===== src/shared/tcg_pkg.sv =====
// constants and types for the timecode output gating block
`default_nettype none
package tcg_pkg;
    // ------------------------------------------------------------------
    // timing
    // ------------------------------------------------------------------
    localparam int unsigned CLK_HZ = 10_000_000;
    localparam int unsigned SEC_MS = 1000;
    localparam int unsigned HALF_2HZ_MS = 250;
    localparam int unsigned SEC_CYCLES_DEF = CLK_HZ / 1000 * SEC_MS;
    localparam int unsigned HALF_2HZ_CYCLES_DEF = CLK_HZ / 1000 * HALF_2HZ_MS;
    localparam logic [5:0] SEC_PER_MIN = 6'h3C;
    localparam logic [16:0] HOLD_MAX = 17'h10063;
    // ------------------------------------------------------------------
    // quality levels, rising
    // ------------------------------------------------------------------
    localparam logic [2:0] quality_invalid = 3'h0;
    localparam logic [2:0] quality_crystal_after_set = 3'h1;
    localparam logic [2:0] quality_crystal_freewheel = 3'h2;
    localparam logic [2:0] quality_crystal_syncon = 3'h3;
    localparam logic [2:0] quality_simulated = 3'h4;
    localparam logic [2:0] quality_locked_syncoff = 3'h5;
    localparam logic [2:0] quality_sync_regulated = 3'h6;
    // ------------------------------------------------------------------
    // register map and fields
    // ------------------------------------------------------------------
    localparam logic [7:0] OFS_DCF_CFG = 8'h00;
    localparam logic [7:0] OFS_DCF_HOLD = 8'h04;
    localparam logic [7:0] OFS_IRIG_CFG = 8'h08;
    localparam logic [7:0] OFS_IRIG_HOLD = 8'h0C;
    localparam logic [7:0] OFS_STATUS = 8'h10;
    localparam int unsigned F_MINQ = 0;
    localparam int unsigned F_FAULT = 3;
    localparam int unsigned F_BASE = 4;
    localparam int unsigned F_INV = 6;
    localparam int unsigned F_FMT = 8;
    localparam int unsigned F_SPEC = 16;
    localparam int unsigned F_ST_IRIG = 4;
    localparam logic [2:0] RST_MINQ = 3'h6;
    localparam logic RST_FAULT = 1'h1;
    localparam logic [16:0] RST_HOLD = 17'h00000;
    localparam logic [7:0] RST_SPEC = 8'h00;
    // ------------------------------------------------------------------
    // types
    // ------------------------------------------------------------------
    typedef enum logic [1:0] {
        BASE_LOCAL = 2'h0,
        BASE_STANDARD = 2'h1,
        BASE_UTC = 2'h2
    } tcg_base_t;
    typedef enum logic [2:0] {
        FMT_B007 = 3'h0,
        FMT_B003 = 3'h1,
        FMT_B006 = 3'h2,
        FMT_B002 = 3'h3,
        FMT_C37 = 3'h4,
        FMT_AFNOR = 3'h5
    } tcg_fmt_t;
    typedef enum logic [2:0] {
        OST_NORMAL = 3'h1,
        OST_HOLD = 3'h2,
        OST_BLOCK = 3'h4
    } tcg_ost_t;
    typedef struct packed {
        tcg_ost_t st;
        logic [16:0] min_left;
        logic [5:0] sec_left;
    } tcg_out_t;
endpackage : tcg_pkg
`default_nettype wire


===== src/logic/tcg_output_gating.sv =====
// quality gating, holdover, dcf fault reaction and apb config for timecode outputs
`default_nettype none
module tcg_output_gating
    import tcg_pkg::*;
#(
    parameter int unsigned SEC_CYCLES = SEC_CYCLES_DEF,
    parameter int unsigned HALF_2HZ_CYCLES = HALF_2HZ_CYCLES_DEF
)
(
    // clock and reset
    input wire logic pclk,
    input wire logic presetn,
    // apb slave
    input wire logic psel,
    input wire logic penable,
    input wire logic pwrite,
    input wire logic [7:0] paddr,
    input wire logic [31:0] pwdata,
    output logic [31:0] prdata,
    output logic pready,
    output logic pslverr,
    // sync source and generators, same clock
    input wire logic [2:0] quality,
    input wire logic dcf_raw,
    input wire logic irig_raw,
    input wire logic [16:0] time_local,
    input wire logic [16:0] time_standard,
    input wire logic [16:0] time_utc,
    // timecode outputs
    output logic dcf_out,
    output logic irig_out,
    output logic [2:0] dcf_state,
    output logic [2:0] irig_state,
    output logic [16:0] dcf_time,
    output logic [16:0] irig_time,
    output logic [2:0] irig_format
);
    // ------------------------------------------------------------------
    // state
    // ------------------------------------------------------------------
    typedef struct packed {
        logic [23:0] div_cnt;
        logic [21:0] half_cnt;
        logic two_hz;
        logic sec_tick;
        logic [2:0] dcf_minq;
        logic dcf_fault;
        logic [1:0] dcf_base;
        logic dcf_inv;
        logic [7:0] dcf_spec;
        logic [16:0] dcf_hold;
        logic [2:0] irig_minq;
        logic [1:0] irig_base;
        logic irig_inv;
        logic [2:0] irig_fmt;
        logic [7:0] irig_spec;
        logic [16:0] irig_hold;
        tcg_out_t dcf_o;
        tcg_out_t irig_o;
        logic dcf_out;
        logic irig_out;
        logic [16:0] dcf_time;
        logic [16:0] irig_time;
        logic [31:0] prdata;
        logic pready;
        logic pslverr;
    } tcg_state_t;

    tcg_state_t s_reg;
    tcg_state_t s_next;
    logic dcf_ok;
    logic irig_ok;
    logic wr_done;

    // ------------------------------------------------------------------
    // helpers
    // ------------------------------------------------------------------
    // level 7 is not a defined quality, so it never passes the gate
    function automatic logic tcg_q_ok(logic [2:0] q, logic [2:0] minq);
        tcg_q_ok = (q <= quality_sync_regulated) && (q >= minq);
    endfunction : tcg_q_ok

    function automatic logic [16:0] tcg_sel_time(logic [1:0] base, logic [16:0] loc,
        logic [16:0] std, logic [16:0] utc);
        case (base)
            BASE_STANDARD: tcg_sel_time = std;
            BASE_UTC: tcg_sel_time = utc;
            default: tcg_sel_time = loc;
        endcase
    endfunction : tcg_sel_time

    function automatic logic [16:0] tcg_clamp(logic [31:0] d);
        if (d > {15'h0000, HOLD_MAX})
            tcg_clamp = HOLD_MAX;
        else
            tcg_clamp = d[16:0];
    endfunction : tcg_clamp

    function automatic logic tcg_mapped(logic [7:0] a);
        tcg_mapped = (a == OFS_DCF_CFG) || (a == OFS_DCF_HOLD) || (a == OFS_IRIG_CFG)
            || (a == OFS_IRIG_HOLD) || (a == OFS_STATUS);
    endfunction : tcg_mapped

    // holdover runs in whole minutes of sixty second ticks; the first
    // tick after entry may come early, so the span is up to 1 s short
    function automatic tcg_out_t tcg_step(tcg_out_t cur, logic ok, logic [16:0] hold,
        logic tick);
        tcg_out_t n;
        n = cur;
        if (ok)
        begin
            n.st = OST_NORMAL;
            n.min_left = hold;
            n.sec_left = SEC_PER_MIN;
        end
        else
        begin
            case (cur.st)
                OST_NORMAL:
                begin
                    if (hold == 17'h00000)
                        n.st = OST_BLOCK;
                    else
                    begin
                        n.st = OST_HOLD;
                        n.min_left = hold;
                        n.sec_left = SEC_PER_MIN;
                    end
                end
                OST_HOLD:
                begin
                    if (tick)
                    begin
                        if (cur.sec_left == 6'h01)
                        begin
                            if (cur.min_left == 17'h00001)
                                n.st = OST_BLOCK;
                            else
                            begin
                                n.min_left = cur.min_left - 17'h00001;
                                n.sec_left = SEC_PER_MIN;
                            end
                        end
                        else
                            n.sec_left = cur.sec_left - 6'h01;
                    end
                end
                OST_BLOCK:
                    n.st = OST_BLOCK;
                default:
                    n.st = OST_BLOCK;
            endcase
        end
        tcg_step = n;
    endfunction : tcg_step

    // ------------------------------------------------------------------
    // next state
    // ------------------------------------------------------------------
    assign dcf_ok = tcg_q_ok(quality, s_reg.dcf_minq);
    assign irig_ok = tcg_q_ok(quality, s_reg.irig_minq);
    assign wr_done = psel && penable && s_reg.pready && pwrite;

    always_comb
    begin
        s_next = s_reg;
        // second divider and free-running 2 Hz square wave
        s_next.sec_tick = 1'b0;
        if (s_reg.div_cnt == 24'(SEC_CYCLES - 1))
        begin
            s_next.div_cnt = 24'h000000;
            s_next.sec_tick = 1'b1;
        end
        else
            s_next.div_cnt = s_reg.div_cnt + 24'h000001;
        if (s_reg.half_cnt == 22'(HALF_2HZ_CYCLES - 1))
        begin
            s_next.half_cnt = 22'h000000;
            s_next.two_hz = ~s_reg.two_hz;
        end
        else
            s_next.half_cnt = s_reg.half_cnt + 22'h000001;
        // register writes take effect at the completing edge
        if (wr_done)
        begin
            case (paddr)
                OFS_DCF_CFG:
                begin
                    s_next.dcf_minq = pwdata[F_MINQ +: 3];
                    s_next.dcf_fault = pwdata[F_FAULT];
                    s_next.dcf_base = pwdata[F_BASE +: 2];
                    s_next.dcf_inv = pwdata[F_INV];
                    s_next.dcf_spec = pwdata[F_SPEC +: 8];
                end
                OFS_DCF_HOLD:
                    s_next.dcf_hold = tcg_clamp(pwdata);
                OFS_IRIG_CFG:
                begin
                    s_next.irig_minq = pwdata[F_MINQ +: 3];
                    s_next.irig_base = pwdata[F_BASE +: 2];
                    s_next.irig_inv = pwdata[F_INV];
                    s_next.irig_fmt = pwdata[F_FMT +: 3];
                    s_next.irig_spec = pwdata[F_SPEC +: 8];
                end
                OFS_IRIG_HOLD:
                    s_next.irig_hold = tcg_clamp(pwdata);
                default:
                    s_next.irig_hold = s_reg.irig_hold;
            endcase
        end
        // gating state per output
        s_next.dcf_o = tcg_step(s_reg.dcf_o, dcf_ok, s_reg.dcf_hold, s_reg.sec_tick);
        s_next.irig_o = tcg_step(s_reg.irig_o, irig_ok, s_reg.irig_hold, s_reg.sec_tick);
        // outputs follow the new state in the same edge, so a drop is immediate
        if (s_next.dcf_o.st != OST_BLOCK)
            s_next.dcf_out = dcf_raw ^ s_reg.dcf_inv;
        else if (s_reg.dcf_fault)
            s_next.dcf_out = s_next.two_hz ^ s_reg.dcf_inv;
        else
            s_next.dcf_out = s_reg.dcf_inv;
        if (s_next.irig_o.st != OST_BLOCK)
            s_next.irig_out = irig_raw ^ s_reg.irig_inv;
        else
            s_next.irig_out = s_reg.irig_inv;
        s_next.dcf_time = tcg_sel_time(s_reg.dcf_base, time_local, time_standard, time_utc);
        s_next.irig_time = tcg_sel_time(s_reg.irig_base, time_local, time_standard, time_utc);
        // apb: one wait state, read data latched on the same edge that raises pready
        s_next.pready = psel && penable && !s_reg.pready;
        s_next.pslverr = 1'b0;
        s_next.prdata = 32'h00000000;
        if (psel && penable && !s_reg.pready)
        begin
            s_next.pslverr = !tcg_mapped(paddr);
            case (paddr)
                OFS_DCF_CFG:
                    s_next.prdata = {8'h00, s_reg.dcf_spec, 8'h00, 1'b0, s_reg.dcf_inv,
                        s_reg.dcf_base, s_reg.dcf_fault, s_reg.dcf_minq};
                OFS_DCF_HOLD:
                    s_next.prdata = {15'h0000, s_reg.dcf_hold};
                OFS_IRIG_CFG:
                    s_next.prdata = {8'h00, s_reg.irig_spec, 5'h00, s_reg.irig_fmt, 1'b0,
                        s_reg.irig_inv, s_reg.irig_base, 1'b0, s_reg.irig_minq};
                OFS_IRIG_HOLD:
                    s_next.prdata = {15'h0000, s_reg.irig_hold};
                OFS_STATUS:
                    s_next.prdata = {25'h0000000, s_reg.irig_o.st, 1'b0, s_reg.dcf_o.st};
                default:
                    s_next.prdata = 32'h00000000;
            endcase
        end
    end

    // ------------------------------------------------------------------
    // registers
    // ------------------------------------------------------------------
    always_ff @(posedge pclk or negedge presetn)
    begin
        if (!presetn)
        begin
            s_reg <= '0;
            s_reg.dcf_minq <= RST_MINQ;
            s_reg.dcf_fault <= RST_FAULT;
            s_reg.dcf_hold <= RST_HOLD;
            s_reg.dcf_spec <= RST_SPEC;
            s_reg.irig_minq <= RST_MINQ;
            s_reg.irig_hold <= RST_HOLD;
            s_reg.irig_spec <= RST_SPEC;
            s_reg.dcf_o <= '{OST_BLOCK, RST_HOLD, SEC_PER_MIN};
            s_reg.irig_o <= '{OST_BLOCK, RST_HOLD, SEC_PER_MIN};
        end
        else
            s_reg <= s_next;
    end

    assign prdata = s_reg.prdata;
    assign pready = s_reg.pready;
    assign pslverr = s_reg.pslverr;
    assign dcf_out = s_reg.dcf_out;
    assign irig_out = s_reg.irig_out;
    assign dcf_state = s_reg.dcf_o.st;
    assign irig_state = s_reg.irig_o.st;
    assign dcf_time = s_reg.dcf_time;
    assign irig_time = s_reg.irig_time;
    assign irig_format = s_reg.irig_fmt;
endmodule : tcg_output_gating
`default_nettype wire


===== config.mk =====
export PLATFORM = sky130hd
export DESIGN_NAME = tcg_output_gating
export DESIGN_NICKNAME = d
export VERILOG_FILES = /design/src/shared/tcg_pkg.sv /design/src/logic/tcg_output_gating.sv
export SDC_FILE = /design/constraint.sdc
export NUM_CORES = 1
export LEC_CHECK = 0
export ABC_AREA = 1
export BUFFER_PORTS_ARGS = -buffer_cell sky130_fd_sc_hd__buf_2
export CORE_MARGIN = 5
export CORE_UTILIZATION = 53
export DETAILED_ROUTE_END_ITERATION = 10
export PLACE_DENSITY = 0.87
export SYNTH_ARGS = -nofsm -noshare
export SYNTH_HDL_FRONTEND = slang
export SYNTH_SLANG_ARGS = --single-unit

===== constraint.sdc =====
create_clock -name pclk -period 1.8 [get_ports pclk]
set_input_delay 0.18 -clock pclk [delete_from_list [all_inputs] [get_ports pclk]]
set_output_delay 0.18 -clock pclk [all_outputs]
set_load 0.05 [all_outputs]

## After elaboration in Yosys (flattened, before gate mapping)

Cells that the tools add are included.

- Output and inout bits: 79
- Logic and storage cells: 131
- Register bits after elaboration: 236

- $add $sub $neg: 6
- Equality and inequality tests: 30
- Bitwise logic cells: 4
- Muxes and demuxes: 33
- Order comparisons: 4
- Reduce and logical (&&, ||, !) cells: 25

Operator list:

| operator | count |
|---|---|
| one-hot mux 24 bit (5 select lines) | 1 |
| two-way mux 26 bit | 4 |
| two-way mux 23 bit | 4 |
| one-hot mux 23 bit (2 select lines) | 2 |
| one-hot mux 17 bit (2 select lines) | 2 |
| two-way mux 24 bit | 2 |
| two-way mux 20 bit | 2 |
| == test 17 x 1 -> 1 bit, second input constant | 2 |
| logical NOT 17 bit | 2 |
| subtractor 17 x 1 -> 17 bit, second input constant | 2 |
| greater-than comparator 32 x 17 -> 1 bit, second input constant | 1 |
| != test 3 bit, second input constant | 10 |
| adder 24 x 1 -> 24 bit, second input constant | 1 |
| == test 24 bit, second input constant | 1 |
| adder 22 x 1 -> 22 bit, second input constant | 1 |
| == test 22 bit, second input constant | 1 |
| two-way mux 22 bit | 1 |
| two-way mux 17 bit | 1 |
| == test 8 x 4 -> 1 bit, second input constant | 2 |
| == test 6 x 1 -> 1 bit, second input constant | 2 |
| two-way mux 3 bit | 4 |
| two-way mux 6 bit | 2 |
| one-hot mux 3 bit (2 select lines) | 2 |
| subtractor 6 x 1 -> 6 bit, second input constant | 2 |
| other kinds (20) | 48 |

## Longest topological paths before layout

Gate-level depths: netlist of run 1.

- Depth in word-level cells: 8
- Mapped depth: 14

## Worst setup path after synthesis of run 1

OpenSTA, ideal clock, no wires.

- Kind: reg-to-reg
- Start: register s_reg[187] (netlist name)
- End: register s_reg[112] (netlist name)
- Stages on the path, launching flop included: 14
- Library setup time: 0.121 ns
- Required time: 1.679 ns
- Buffers on the path: 1
- Setup slack: -0.151 ns
- Data arrival time: 1.830 ns
- Period minus slack after synthesis: 1.951 ns
- Cell sequence: dfstp_2 inv_1 ha_1 a21oi_1 nand3_1 nand2_2 nand2_4 inv_4 o21ai_2 nand2_4 inv_2 buf_6 nand2_1 nand2_1

- Longest elaborated chain between the ends: 4
- Elaborated cells between the ends (all ways): 9
- Classes of those cells: order compare (1); eq/ne (4); mux (1); reduce/logical (3)

Ends and longest elaborated chain:

| element | line | source |
|---|---|---|
| from (decl) | tcg_output_gating.sv:69 | `tcg_state_t s_reg;` |
| from (signal assigned) | tcg_output_gating.sv:272 | `s_reg <= s_next;` |
| >= comparator 3 bit (*) | tcg_output_gating.sv:80 | `tcg_q_ok = (q <= quality_sync_regulated) && (q >= minq);` |
| logical AND 1 bit (*) | tcg_output_gating.sv:80 |  |
| != test 3 bit (no source line) or nonzero test 3 bit (tied branches) | - |  |
| AND reduction 5 bit (no source line) | - |  |

Mark *: on every way between the ends. The rest lies on a longest branch, timed or not.
A chain may end at the register's enable or synchronous reset.

## Worst setup path in the final report of run 1

- Start: register s_reg[186] (netlist name)
- End: register s_reg[105] (netlist name)

The elaborated chain is that of the path after synthesis.

==> results.yml, run 1 <==
power_and_ir_drop:
  leakagePower_uw: 0.00778
  peakVddDrop_mv: 0.677
  cellPowerDensity_mw_per_mm2: 741
synth:
  ys_seq_area_share_pct: 44.4
  ys_async_sr_fraction_pct: 100
  syn_area_mm2: 0.0129
  synth_cell_types: 54
  yosys_warnings: 0
  synth_seq_cells: 228
  syn_avg_cell_area_um2: 7.68
  synthCells: 1679
  ys.flop_type: "dfrtp_1"
  synth-edff-count: 0
clock_network:
  cts.clk_slew.worst_paths_ns: 0.06
  cts_buffers: 23
  clockRootBuffer: "clkbuf_16"
  clock_latency_ns: 0.52
  cts_max_level: 1
  cts_buffer_depth: 3
  cts_tree: "yes"
  cts.sink_count: 228
routing:
  first_pass_iters: 7
  vias: 12600
  drc_errors: 0
  routed_wl_mm: 39.0
  vias_per_cell: 5.62
  ant_nets: 0
  wire_per_inst_um: 17.4
  first_iter_violations: 1665
sta:
  drv_slew: 0
  finalWorstSetupSlack_ns: -0.252
  slew_headroom_pct: 58.3
  rsz0062_at_grt: "true"
  setup_viol: 46
  finalHoldViolCount: 0
  whs_ns: 0.0136
  fmax_mhz: 487
  period_share_pct: 114
  period_needed_ns: 2.05
  skew_ns: 0.0169
  worst_pin_slew_ns: 0.620
grt:
  antenna_found_initial: 2
  overflow: 0
  grt_pass1_vias: 12100
  grt_usage_pct: 25.8
  grt_max_degree: 73
  grt_pass1_wl_mm: 60.1
finish:
  final_cell_mix: "nand2_1, inv_1, dfrtp_1, buf_2, nor2_1"
  layout-drive-gt1-share_pct: 24.7
  final_nets: 2024
  area_delta_synth_final_pct: 24.1
  final_common_cell: "nand2_1"
  fin_area_mm2: 0.0160
  stdcell_count: 2245
  largest_register_ffs: 157
  fin_util_pct: 66.4
setup_path:
  reg2reg_from: "s_reg[186]"
  worstPathRequired_ns: 2.19
  end_kind: "register"
  crit_type: "reg -> reg"
  cp_data_arrival_time_ns: 2.44
  crit_start: "s_reg[186]"
  start_kind: "register"
  critPathMaxFanout: 8
hold_path:
  worstHoldStart: "pwdata[16]"
  hp-class: "in -> reg"
outcome:
  violations: "negative setup slack"
  status: "finished, violations left"
die:
  ios: 180
  rows: 57
  core-area_mm2: 0.0241
  die_w_um: 166
  die_area_mm2: 0.0275
  die_y_um: 166
  start_util_pct: 53.5
placement:
  gp_congestion: 0.979
  io_buffers: 171
  dp.cells: 2141
  post-dp-hpwl_mm: 26.3
  place_area_mm2: 0.0141
job:
  max_cap_viol_count: 0
==> metrics by stage <==
| step | setup TNS (ns) | setup slack (ns) | total power [uW] |
|---|---|---|---|
| 3_3_place_gp | -1.93 | -0.131 | 6590 |
| 5_1_grt | -9.77 | -0.304 | 12200 |
| 3_5_place_dp | -4.11 | -0.153 | 6630 |
| 2_1_floorplan | -0.474 | -0.0489 | 6220 |
| 6_report | -6.12 | -0.252 | 11900 |
| 4_1_cts | -5.19 | -0.152 | 11800 |
==> worst max-delay path, cell delays in order (launching register included) <==
cell and delay, ns:
dfstp_2 0.55, inv_2 0.05, ha_4 0.27, nand3_2 0.09
nand3_2 0.10, nand2_4 0.09, nand2_8 0.12, inv_8 0.05
o21ai_4 0.11, nand2_8 0.17, buf_6 0.19, nand2_4 0.06
o21ai_2 0.06
==> layer usage <==
layer / up-vias / part of all wire [%] / track usage (%)
li1: 5772 / - / -
met1: 5938 / 38 / 33.0
met2: 742 / 49 / 43.8
met3: 171 / 8.2 / 4.78
met4: 4 / 4.7 / 9.54
met5: - / 0.085 / 0
==> synthesized netlist by cell type, types with 2 or more instances <==
| cell | n | area (um2) |
|---|---|---|
| nand3_1 | 77 | 385 |
| o21ai_2 | 4 | 35.0 |
| a21oi_1 | 49 | 245 |
| buf_1 | 3 | 11.3 |
| xnor2_1 | 13 | 114 |
| o22ai_1 | 39 | 244 |
| nand3b_1 | 6 | 45.0 |
| o21a_1 | 2 | 15.0 |
| nand2_2 | 8 | 50.1 |
| clkbuf_1 | 13 | 48.8 |
| nor3_1 | 30 | 150 |
| buf_2 | 15 | 75.1 |
| o21ai_0 | 143 | 716 |
| nand3_2 | 3 | 30.0 |
| nand4_2 | 2 | 25.0 |
| nor2_1 | 157 | 589 |
| nand3_4 | 2 | 35.0 |
| nor3_2 | 3 | 30.0 |
| mux2_4 | 2 | 30.0 |
| nand2_1 | 403 | 1510 |
| inv_4 | 2 | 12.5 |
| buf_6 | 2 | 22.5 |
| nor4_1 | 10 | 62.6 |
| o211ai_1 | 2 | 15.0 |
| buf_4 | 80 | 601 |
| ha_1 | 20 | 250 |
| inv_1 | 221 | 830 |
| dfstp_2 | 15 | 394 |
| nand4_1 | 28 | 175 |
| nor2_4 | 8 | 90.1 |
| dfrtp_1 | 213 | 5330 |
| nor2_2 | 12 | 75.1 |
| xor2_1 | 22 | 193 |
| nand2_4 | 4 | 45.0 |
| o21bai_1 | 2 | 15.0 |
| o21ai_1 | 35 | 175 |
| inv_2 | 12 | 45.0 |
==> path summary, 6_finish.rpt <==
| path | endpoint | slack, ns | cells after the start |
|---|---|---|---|
| max | s_reg[105] | -0.25 | 12 |
| min | s_reg[173] | 0.01 | 3 |
| max reg2reg | s_reg[105] | -0.25 | 12 |
| min reg2reg | s_reg[73] | 0.49 | 2 |
| max in group asynchronous | s_reg[187] | 0.93 | 3 |
| min in group asynchronous | s_reg[115] | 0.17 | 2 |
==> what timing repair did <==
action,4_1_cts,5_1_grt
setup endpoints to repair,46,57
setup buffers,3,9
gates cloned,4,4
resized for setup,54,114
hold endpoints to repair,187,0
hold buffers,43,0
pin swaps,6,31
==> report_power, final <==
part           internal [uW]  switching, uW
combinational            496            987
clock                   2970           2040
sequential              5270            102
total                   8730           3130
==> logic make-up after synthesis <==
kind of cell    after synthesis  share of synthesized area, %
mux                           3                         0.320
compound gates              283                          11.9
flops                       228                          44.4
other cells                   1                        0.0291
simple gates                760                          26.2
buf+inv                     349                          12.8
fa+ha+maj                    20                          1.94
xor+xnor                     35                          2.38
==> final cells by class <==
cell class / instances / area (um2)
Antenna cell: 1 / 2.50
Clock buffer: 34 / 657
Clock inverter: 8 / 128
Fill cell: 1776 / 8110
Inverter: 236 / 918
Multi-Input combinational cell: 1112 / 6050
Sequential cell: 228 / 5720
Tap cell: 324 / 405
Timing Repair Buffer: 299 / 2080
Timing Repair inverter: 3 / 28.8
(Power assumes the default switching activity.)
==> inputs of run 2 (changes only) <==
--- a/config.mk
+++ b/config.mk
@@ -5,12 +5,11 @@
 export SDC_FILE = /design/constraint.sdc
 export NUM_CORES = 1
 export LEC_CHECK = 0
-export ABC_AREA = 1
 export BUFFER_PORTS_ARGS = -buffer_cell sky130_fd_sc_hd__buf_2
 export CORE_MARGIN = 5
-export CORE_UTILIZATION = 53
+export CORE_UTILIZATION = 52
 export DETAILED_ROUTE_END_ITERATION = 10
-export PLACE_DENSITY = 0.87
+export PLACE_DENSITY_LB_ADDON = 0.2
 export SYNTH_ARGS = -nofsm -noshare
 export SYNTH_HDL_FRONTEND = slang
 export SYNTH_SLANG_ARGS = --single-unit
==> run 2 against run 1 <==
Compared with the run above:
- the flow still finishes with violations (negative setup slack)
- largest cell class unchanged
- highest routed layer is now met4
- combinational power increased by 8%
- register-to-register slack got worse by 0.16 ns
- clock skew decreased by 0.0019 ns
- cell count decreased by 11%
- power increased by 8.4%
- synthesized cell count decreased by 26%
- utilization increased by 9.8 points
==> results.yml, run 2 <==
outcome:
  status: "finished, violations left"
  violations: "negative setup slack"
finish:
  final_common_cell: "buf_4"
  final_cell_mix: "buf_4, dfrtp_1, buf_2, nand2_1, o21ai_0"
  area_delta_synth_final_pct: 43.4
  fin_area_mm2: 0.0174
  layout-drive-gt1-share_pct: 41.0
  stdcell_count: 1992
  final_nets: 1779
  fin_util_pct: 76.2
  largest_register_ffs: 157
sta:
  worst_pin_slew_ns: 0.555
  skew_ns: 0.0151
  whs_ns: 0.0417
  period_share_pct: 123
  setup_viol: 54
  fmax_mhz: 452
  rsz0062_at_grt: "true"
  period_needed_ns: 2.21
  slew_headroom_pct: 62.9
  finalHoldViolCount: 0
  finalWorstSetupSlack_ns: -0.411
  drv_slew: 0
setup_path:
  critPathMaxFanout: 5
  crit_type: "reg -> reg"
  start_kind: "register"
  end_kind: "register"
  r2r_slack_ns: -0.41
  worstPathRequired_ns: 2.22
  cp_data_arrival_time_ns: 2.63
power_and_ir_drop:
  peakVddDrop_mv: 0.754
  leakagePower_uw: 0.00816
  cellPowerDensity_mw_per_mm2: 741
clock_network:
  cts_buffer_depth: 3
  cts_tree: "yes"
  cts_max_level: 1
  cts.sink_count: 228
  cts_buffers: 26
  clock_latency_ns: 0.54
  cts.clk_slew.worst_paths_ns: 0.06
  clockRootBuffer: "clkbuf_16"
die:
  die_w_um: 163
  ios: 180
  rows: 55
  die_area_mm2: 0.0264
  start_util_pct: 53.1
  core-area_mm2: 0.0228
  die_y_um: 163
routing:
  wire_per_inst_um: 20.1
  first_pass_iters: 5
  vias_per_cell: 5.85
  first_iter_violations: 1045
  routed_wl_mm: 40.1
  drc_errors: 0
  vias: 11700
  ant_nets: 0
hold_path:
  hp-class: "in -> reg"
placement:
  gp_congestion: 0.930
  dp.cells: 1844
  post-dp-hpwl_mm: 27.1
  io_buffers: 171
  place_area_mm2: 0.0148
synth:
  synth_cell_types: 79
  syn_area_mm2: 0.0121
  yosys_warnings: 0
  ys_seq_area_share_pct: 47.3
  ys_async_sr_fraction_pct: 100
  synth_area_leaders: "dfrtp_1, buf_4, nand2_1"
  synthCells: 1238
  yosysTopAreaCellShare_pct: 44.0
  syn_avg_cell_area_um2: 9.78
  synth_top_area_cell: "dfrtp_1"
  synth-edff-count: 0
  ys.flop_type: "dfrtp_1"
  synth_common_cells: "dfrtp_1, nand2_1, o21ai_0, nor2_1, buf_4"
  yosysMostFrequentCell: "dfrtp_1"
  synth_seq_cells: 228
grt:
  grt_pass1_wl_mm: 63.6
  antenna_found_initial: 1
  grt_usage_pct: 29.8
  overflow: 0
  grt_max_degree: 63
  grt_pass1_vias: 12000
job:
  max_cap_viol_count: 0
[run 2: changes by cell type after synthesis, sizes merged, moves of 39 or more]
cell | previous run | this run
nand3 | 82 | 30
o22ai | 39 | 0
nand2 | 415 | 153
o21ai | 182 | 112
nor2 | 177 | 95
inv | 235 | 29
a22oi | 1 | 46
[run 2: worst paths after layout]
path	startpoint	to	cells past startpoint
worst max-delay path	s_reg[153]	s_reg[88]	7
worst min-delay path	pwdata[4]	s_reg[182]	3
worst max register to register	s_reg[153]	s_reg[88]	7
worst min register to register	s_reg[212]	s_reg[212]	1
max in group asynchronous	presetn	s_reg[135]	3
min in group asynchronous	presetn	dcf_time[10]	2
[run 2: metrics by stage]
step | total power (uW) | TNS, ns | worst slack (ns)
after global routing | 13200 | -16.97 | -0.448
after detailed placement | 6670 | -20.58 | -0.433
after floorplan | 6070 | -4.58 | -0.285
final | 12900 | -14.11 | -0.411
after CTS | 12800 | -12.09 | -0.340
after global placement | 6640 | -16.83 | -0.390
[run 2: cell type report]
type                    instances  area, um2
repair inverters                1       8.76
well taps                     313        392
clock inverters                18        284
clock buffers                  30        696
repair buffers                515       3930
multi-input cells             857       6190
inverters                      29        126
diodes                          1       2.50
fillers                      1443       5420
flip-flops and latches        228       5720
[run 2: logic make-up (layout without fill, tap and decap cells)]
| family | after synthesis | count (layout) | synth area share (%) |
|---|---|---|---|
| buffers and inverters | 161 | 593 | 7.74 |
| DFF | 228 | 228 | 47.3 |
| and+or+nand+nor | 418 | 418 | 17.0 |
| xor gates and xnor gates | 42 | 42 | 3.04 |
| AOI/OAI and AO/OA | 306 | 307 | 16.6 |
| muxes | 62 | 62 | 6.24 |
| adders and majority gates | 20 | 20 | 2.07 |
| other | 1 | 9 | 0.0310 |
[run 2: where the power goes]
group	switching [uW]	total, uW	internal [uW]
combinational	948	1600	654
sequential	47.1	5250	5200
clock	2230	6010	3780
total	3230	12900	9640
[run 2: per-layer routing]
metal	track usage [%]	vias up	part of all wire, %
met1	38.2	5621	39
met5	0	-	0
li1	-	5224	-
met2	50.6	604	48
met4	12.0	0	5.6
met3	4.91	201	6.8
[run 2: critical path, stage by stage (launching register included)]
cell and delay, ns:
dfrtp_1 0.39, ha_1 0.28, nand2b_4 0.14, a211o_4 0.37, a21o_4 0.26, buf_6 0.12
a221o_1 0.38, o211a_1 0.16
[run 2: timing repair]
action / 4_1_cts / 5_1_grt
setup endpoints to repair: 54 / 72
pin swaps: 34 / 31
setup buffers: 9 / 13
gates cloned: 3 / 0
hold endpoints to repair: 145 / 0
hold buffers: 74 / 0
gates resized for setup: 79 / 58
==> inputs of run 3 (changes only) <==
--- a/config.mk
+++ b/config.mk
@@ -7,9 +7,10 @@
 export LEC_CHECK = 0
 export BUFFER_PORTS_ARGS = -buffer_cell sky130_fd_sc_hd__buf_2
 export CORE_MARGIN = 5
-export CORE_UTILIZATION = 52
+export CORE_UTILIZATION = 58
 export DETAILED_ROUTE_END_ITERATION = 10
 export PLACE_DENSITY_LB_ADDON = 0.2
+export SKIP_LAST_GASP = 1
 export SYNTH_ARGS = -nofsm -noshare
 export SYNTH_HDL_FRONTEND = slang
 export SYNTH_SLANG_ARGS = --single-unit
==> constraint.sdc (replaced) <==
create_clock -name pclk -period 2.1 [get_ports pclk]
set_input_delay 0.21 -clock pclk [delete_from_list [all_inputs] [get_ports pclk]]
set_output_delay 0.21 -clock pclk [all_outputs]
set_load 0.05 [all_outputs]
==> run 3 against run 2 <==
Compared with the run above:
- the flow still finishes with violations (negative setup slack)
- power decreased by 20%
- utilization grew 2.3 points
- via count down 3.2%
- clock skew increased by 0.014 ns
- global-route usage up 0.33 points
- combinational power down 23%
- routed wire length is 6.0% lower
- largest power group unchanged
==> results.yml, run 3 (synthesis results as in run 2) <==
outcome:
  status: "finished, violations left"
  violations: "negative setup slack"
finish:
  largest_register_ffs: 157
  stdcell_count: 1866
  final_nets: 1693
  final_common_cell: "dfrtp_1"
  area_delta_synth_final_pct: 32.0
  final_cell_mix: "dfrtp_1, buf_4, buf_2, nand2_1, o21ai_0"
  layout-drive-gt1-share_pct: 34.6
setup_path:
  end_kind: "register"
  crit_family: "compound AO/OA/AOI/OAI gates"
  max_stage_delay_ns: 0.54
  path_buf_inv: 2
  cp_data_arrival_time_ns: 2.58
  slowest_stage: "dfstp_2"
  crit_type: "reg -> reg"
  worstPathRequired_ns: 2.51
  critPathMaxFanout: 6
  start_kind: "register"
  cp_cell_sequence: "inv_2 -> ha_4 -> a211o_1 -> a21o_4 -> buf_2 -> a32oi_2 -> a21oi_1 -> o221a_2"
power_and_ir_drop:
  leakagePower_uw: 0.00754
  p_switching_uw: 2580
  clockPowerShare_pct: 44.1
  pwr-share-comb_pct: 12.0
  cellPowerDensity_mw_per_mm2: 641
  seq_power_share_pct: 43.8
  p_int_uw: 7670
  switching_share_pct: 25.2
  peakVddDrop_mv: 0.727
routing:
  vias_per_cell: 6.04
  vias: 11300
  drc_errors: 0
  wire_per_inst_um: 20.2
  ant_nets: 0
  routed_wl_mm: 37.7
  met2_length_mm: 18.2
  wirelength_met1_mm: 14.3
  met3_length_mm: 3.40
  highest_layer: "met4"
  first_pass_iters: 6
  first_iter_violations: 1097
die:
  core-area_mm2: 0.0204
  start_util_pct: 59.4
  die_area_mm2: 0.0239
  die_w_um: 154
  ios: 180
  rows: 52
  die_y_um: 154
hold_path:
  hp-class: "in -> reg"
grt:
  grt_pass1_wl_mm: 58.4
  grt_max_degree: 62
  overflow: 0
  grt_usage_pct: 30.2
  antenna_found_initial: 5
  grt_pass1_vias: 11100
sta:
  skew_ns: 0.0294
  finalWorstSetupSlack_ns: -0.0777
  period_needed_ns: 2.18
  drv_slew: 0
  rsz0062_at_grt: "true"
  fmax_mhz: 459
  worst_pin_slew_ns: 0.559
  finalHoldViolCount: 0
  whs_ns: 0.00838
  setup_viol: 13
  period_share_pct: 104
  slew_headroom_pct: 62.6
placement:
  io_buffers: 171
  post-dp-hpwl_mm: 25.5
  gp_congestion: 0.921
  dp.cells: 1747
clock_network:
  clock_latency_ns: 0.54
  clockRootBuffer: "clkbuf_16"
  cts_tree: "yes"
  cts_buffers: 25
  cts_buffer_depth: 3
  cts.clk_slew.worst_paths_ns: 0.06
  cts_max_level: 1
  cts.sink_count: 228
job:
  max_cap_viol_count: 0
==> run 3: cell count changes in the layout (fill, tap and decap cells not counted), sizes merged <==
cell / previous run / this run
buf: 441 / 375
dlygate4sd3: 74 / 57
clkbuf: 30 / 35
bufinv: 7 / 3
diode: 1 / 5
clkinvlp: 3 / 0
a21o: 5 / 4
clkinv: 8 / 7
==> run 3: cell type report <==
| type | count | area, um2 |
|---|---|---|
| Antenna cell | 5 | 12.5 |
| Clock buffer | 35 | 713 |
| Clock inverter | 11 | 134 |
| Fill cell | 1251 | 4380 |
| Inverter | 29 | 109 |
| Multi-Input combinational cell | 856 | 5850 |
| Sequential cell | 228 | 5720 |
| Tap cell | 270 | 338 |
| Timing Repair Buffer | 432 | 3110 |
==> run 3: stage by stage <==
step / instance area (um2) / TNS, ns / setup slack, ns / total power, uW / util [%]
detailed placement: 14100 / -3.00 / -0.221 / 5620 / 69.1
global route: 16000 / -2.49 / -0.129 / 10600 / 78.5
CTS: 15600 / -0.0360 / -0.0133 / 10200 / 76.7
floorplan: 12100 / 0 / 0.00368 / 5150 / -
global placement: 14100 / -2.38 / -0.217 / 5610 / 69.1
finish: 16000 / -0.411 / -0.0777 / 10300 / 78.5
==> run 3: worst paths after layout <==
kind                            slack [ns]  cells after the start               from      endpoint
worst min-delay path                 0.008                      3  time_standard[13]  dcf_time[13]
max in group asynchronous             1.15                      3            presetn    s_reg[155]
worst max register to register       -0.08                      8         s_reg[154]     s_reg[90]
worst max-delay path                 -0.08                      8         s_reg[154]     s_reg[90]
min in group asynchronous             0.23                      2            presetn     s_reg[97]
worst min register to register        0.46                      1         s_reg[212]    s_reg[212]
==> run 3: power groups by stage <==
stage                     Clock, uW  Combinational, uW  Sequential [uW]
final                          4520               1230             4490
after global routing           4760               1310             4500
after CTS                      4550               1160             4490
after detailed placement          0               1050             4570
after global placement            0               1040             4570
after floorplan                   0                553             4590
==> run 3: timing repair <==
action                                  4_1_cts  5_1_grt
buffers inserted                              2        9
endpoints found under the setup margin       39       49
endpoints found under the hold margin       122        0
gates cloned                                  0        1
hold buffers                                 57        0
resized for setup                            25       62
pin swaps                                    10       26
==> run 3: per-layer routing <==
| layer | GRT usage, % | vias up |
|---|---|---|
| li1 | - | 5054 |
| met1 | 38.7 | 5423 |
| met2 | 50.1 | 661 |
| met3 | 5.87 | 134 |
| met4 | 12.8 | 0 |
| met5 | 0 | - |
==> run 3: worst reg2reg max path, stage by stage (launching register included) <==
cell and delay (ns):
dfstp_2 0.54, inv_2 0.04, ha_4 0.20, a211o_1 0.35
a21o_4 0.26, buf_2 0.17, a32oi_2 0.20, a21oi_1 0.06
o221a_2 0.25
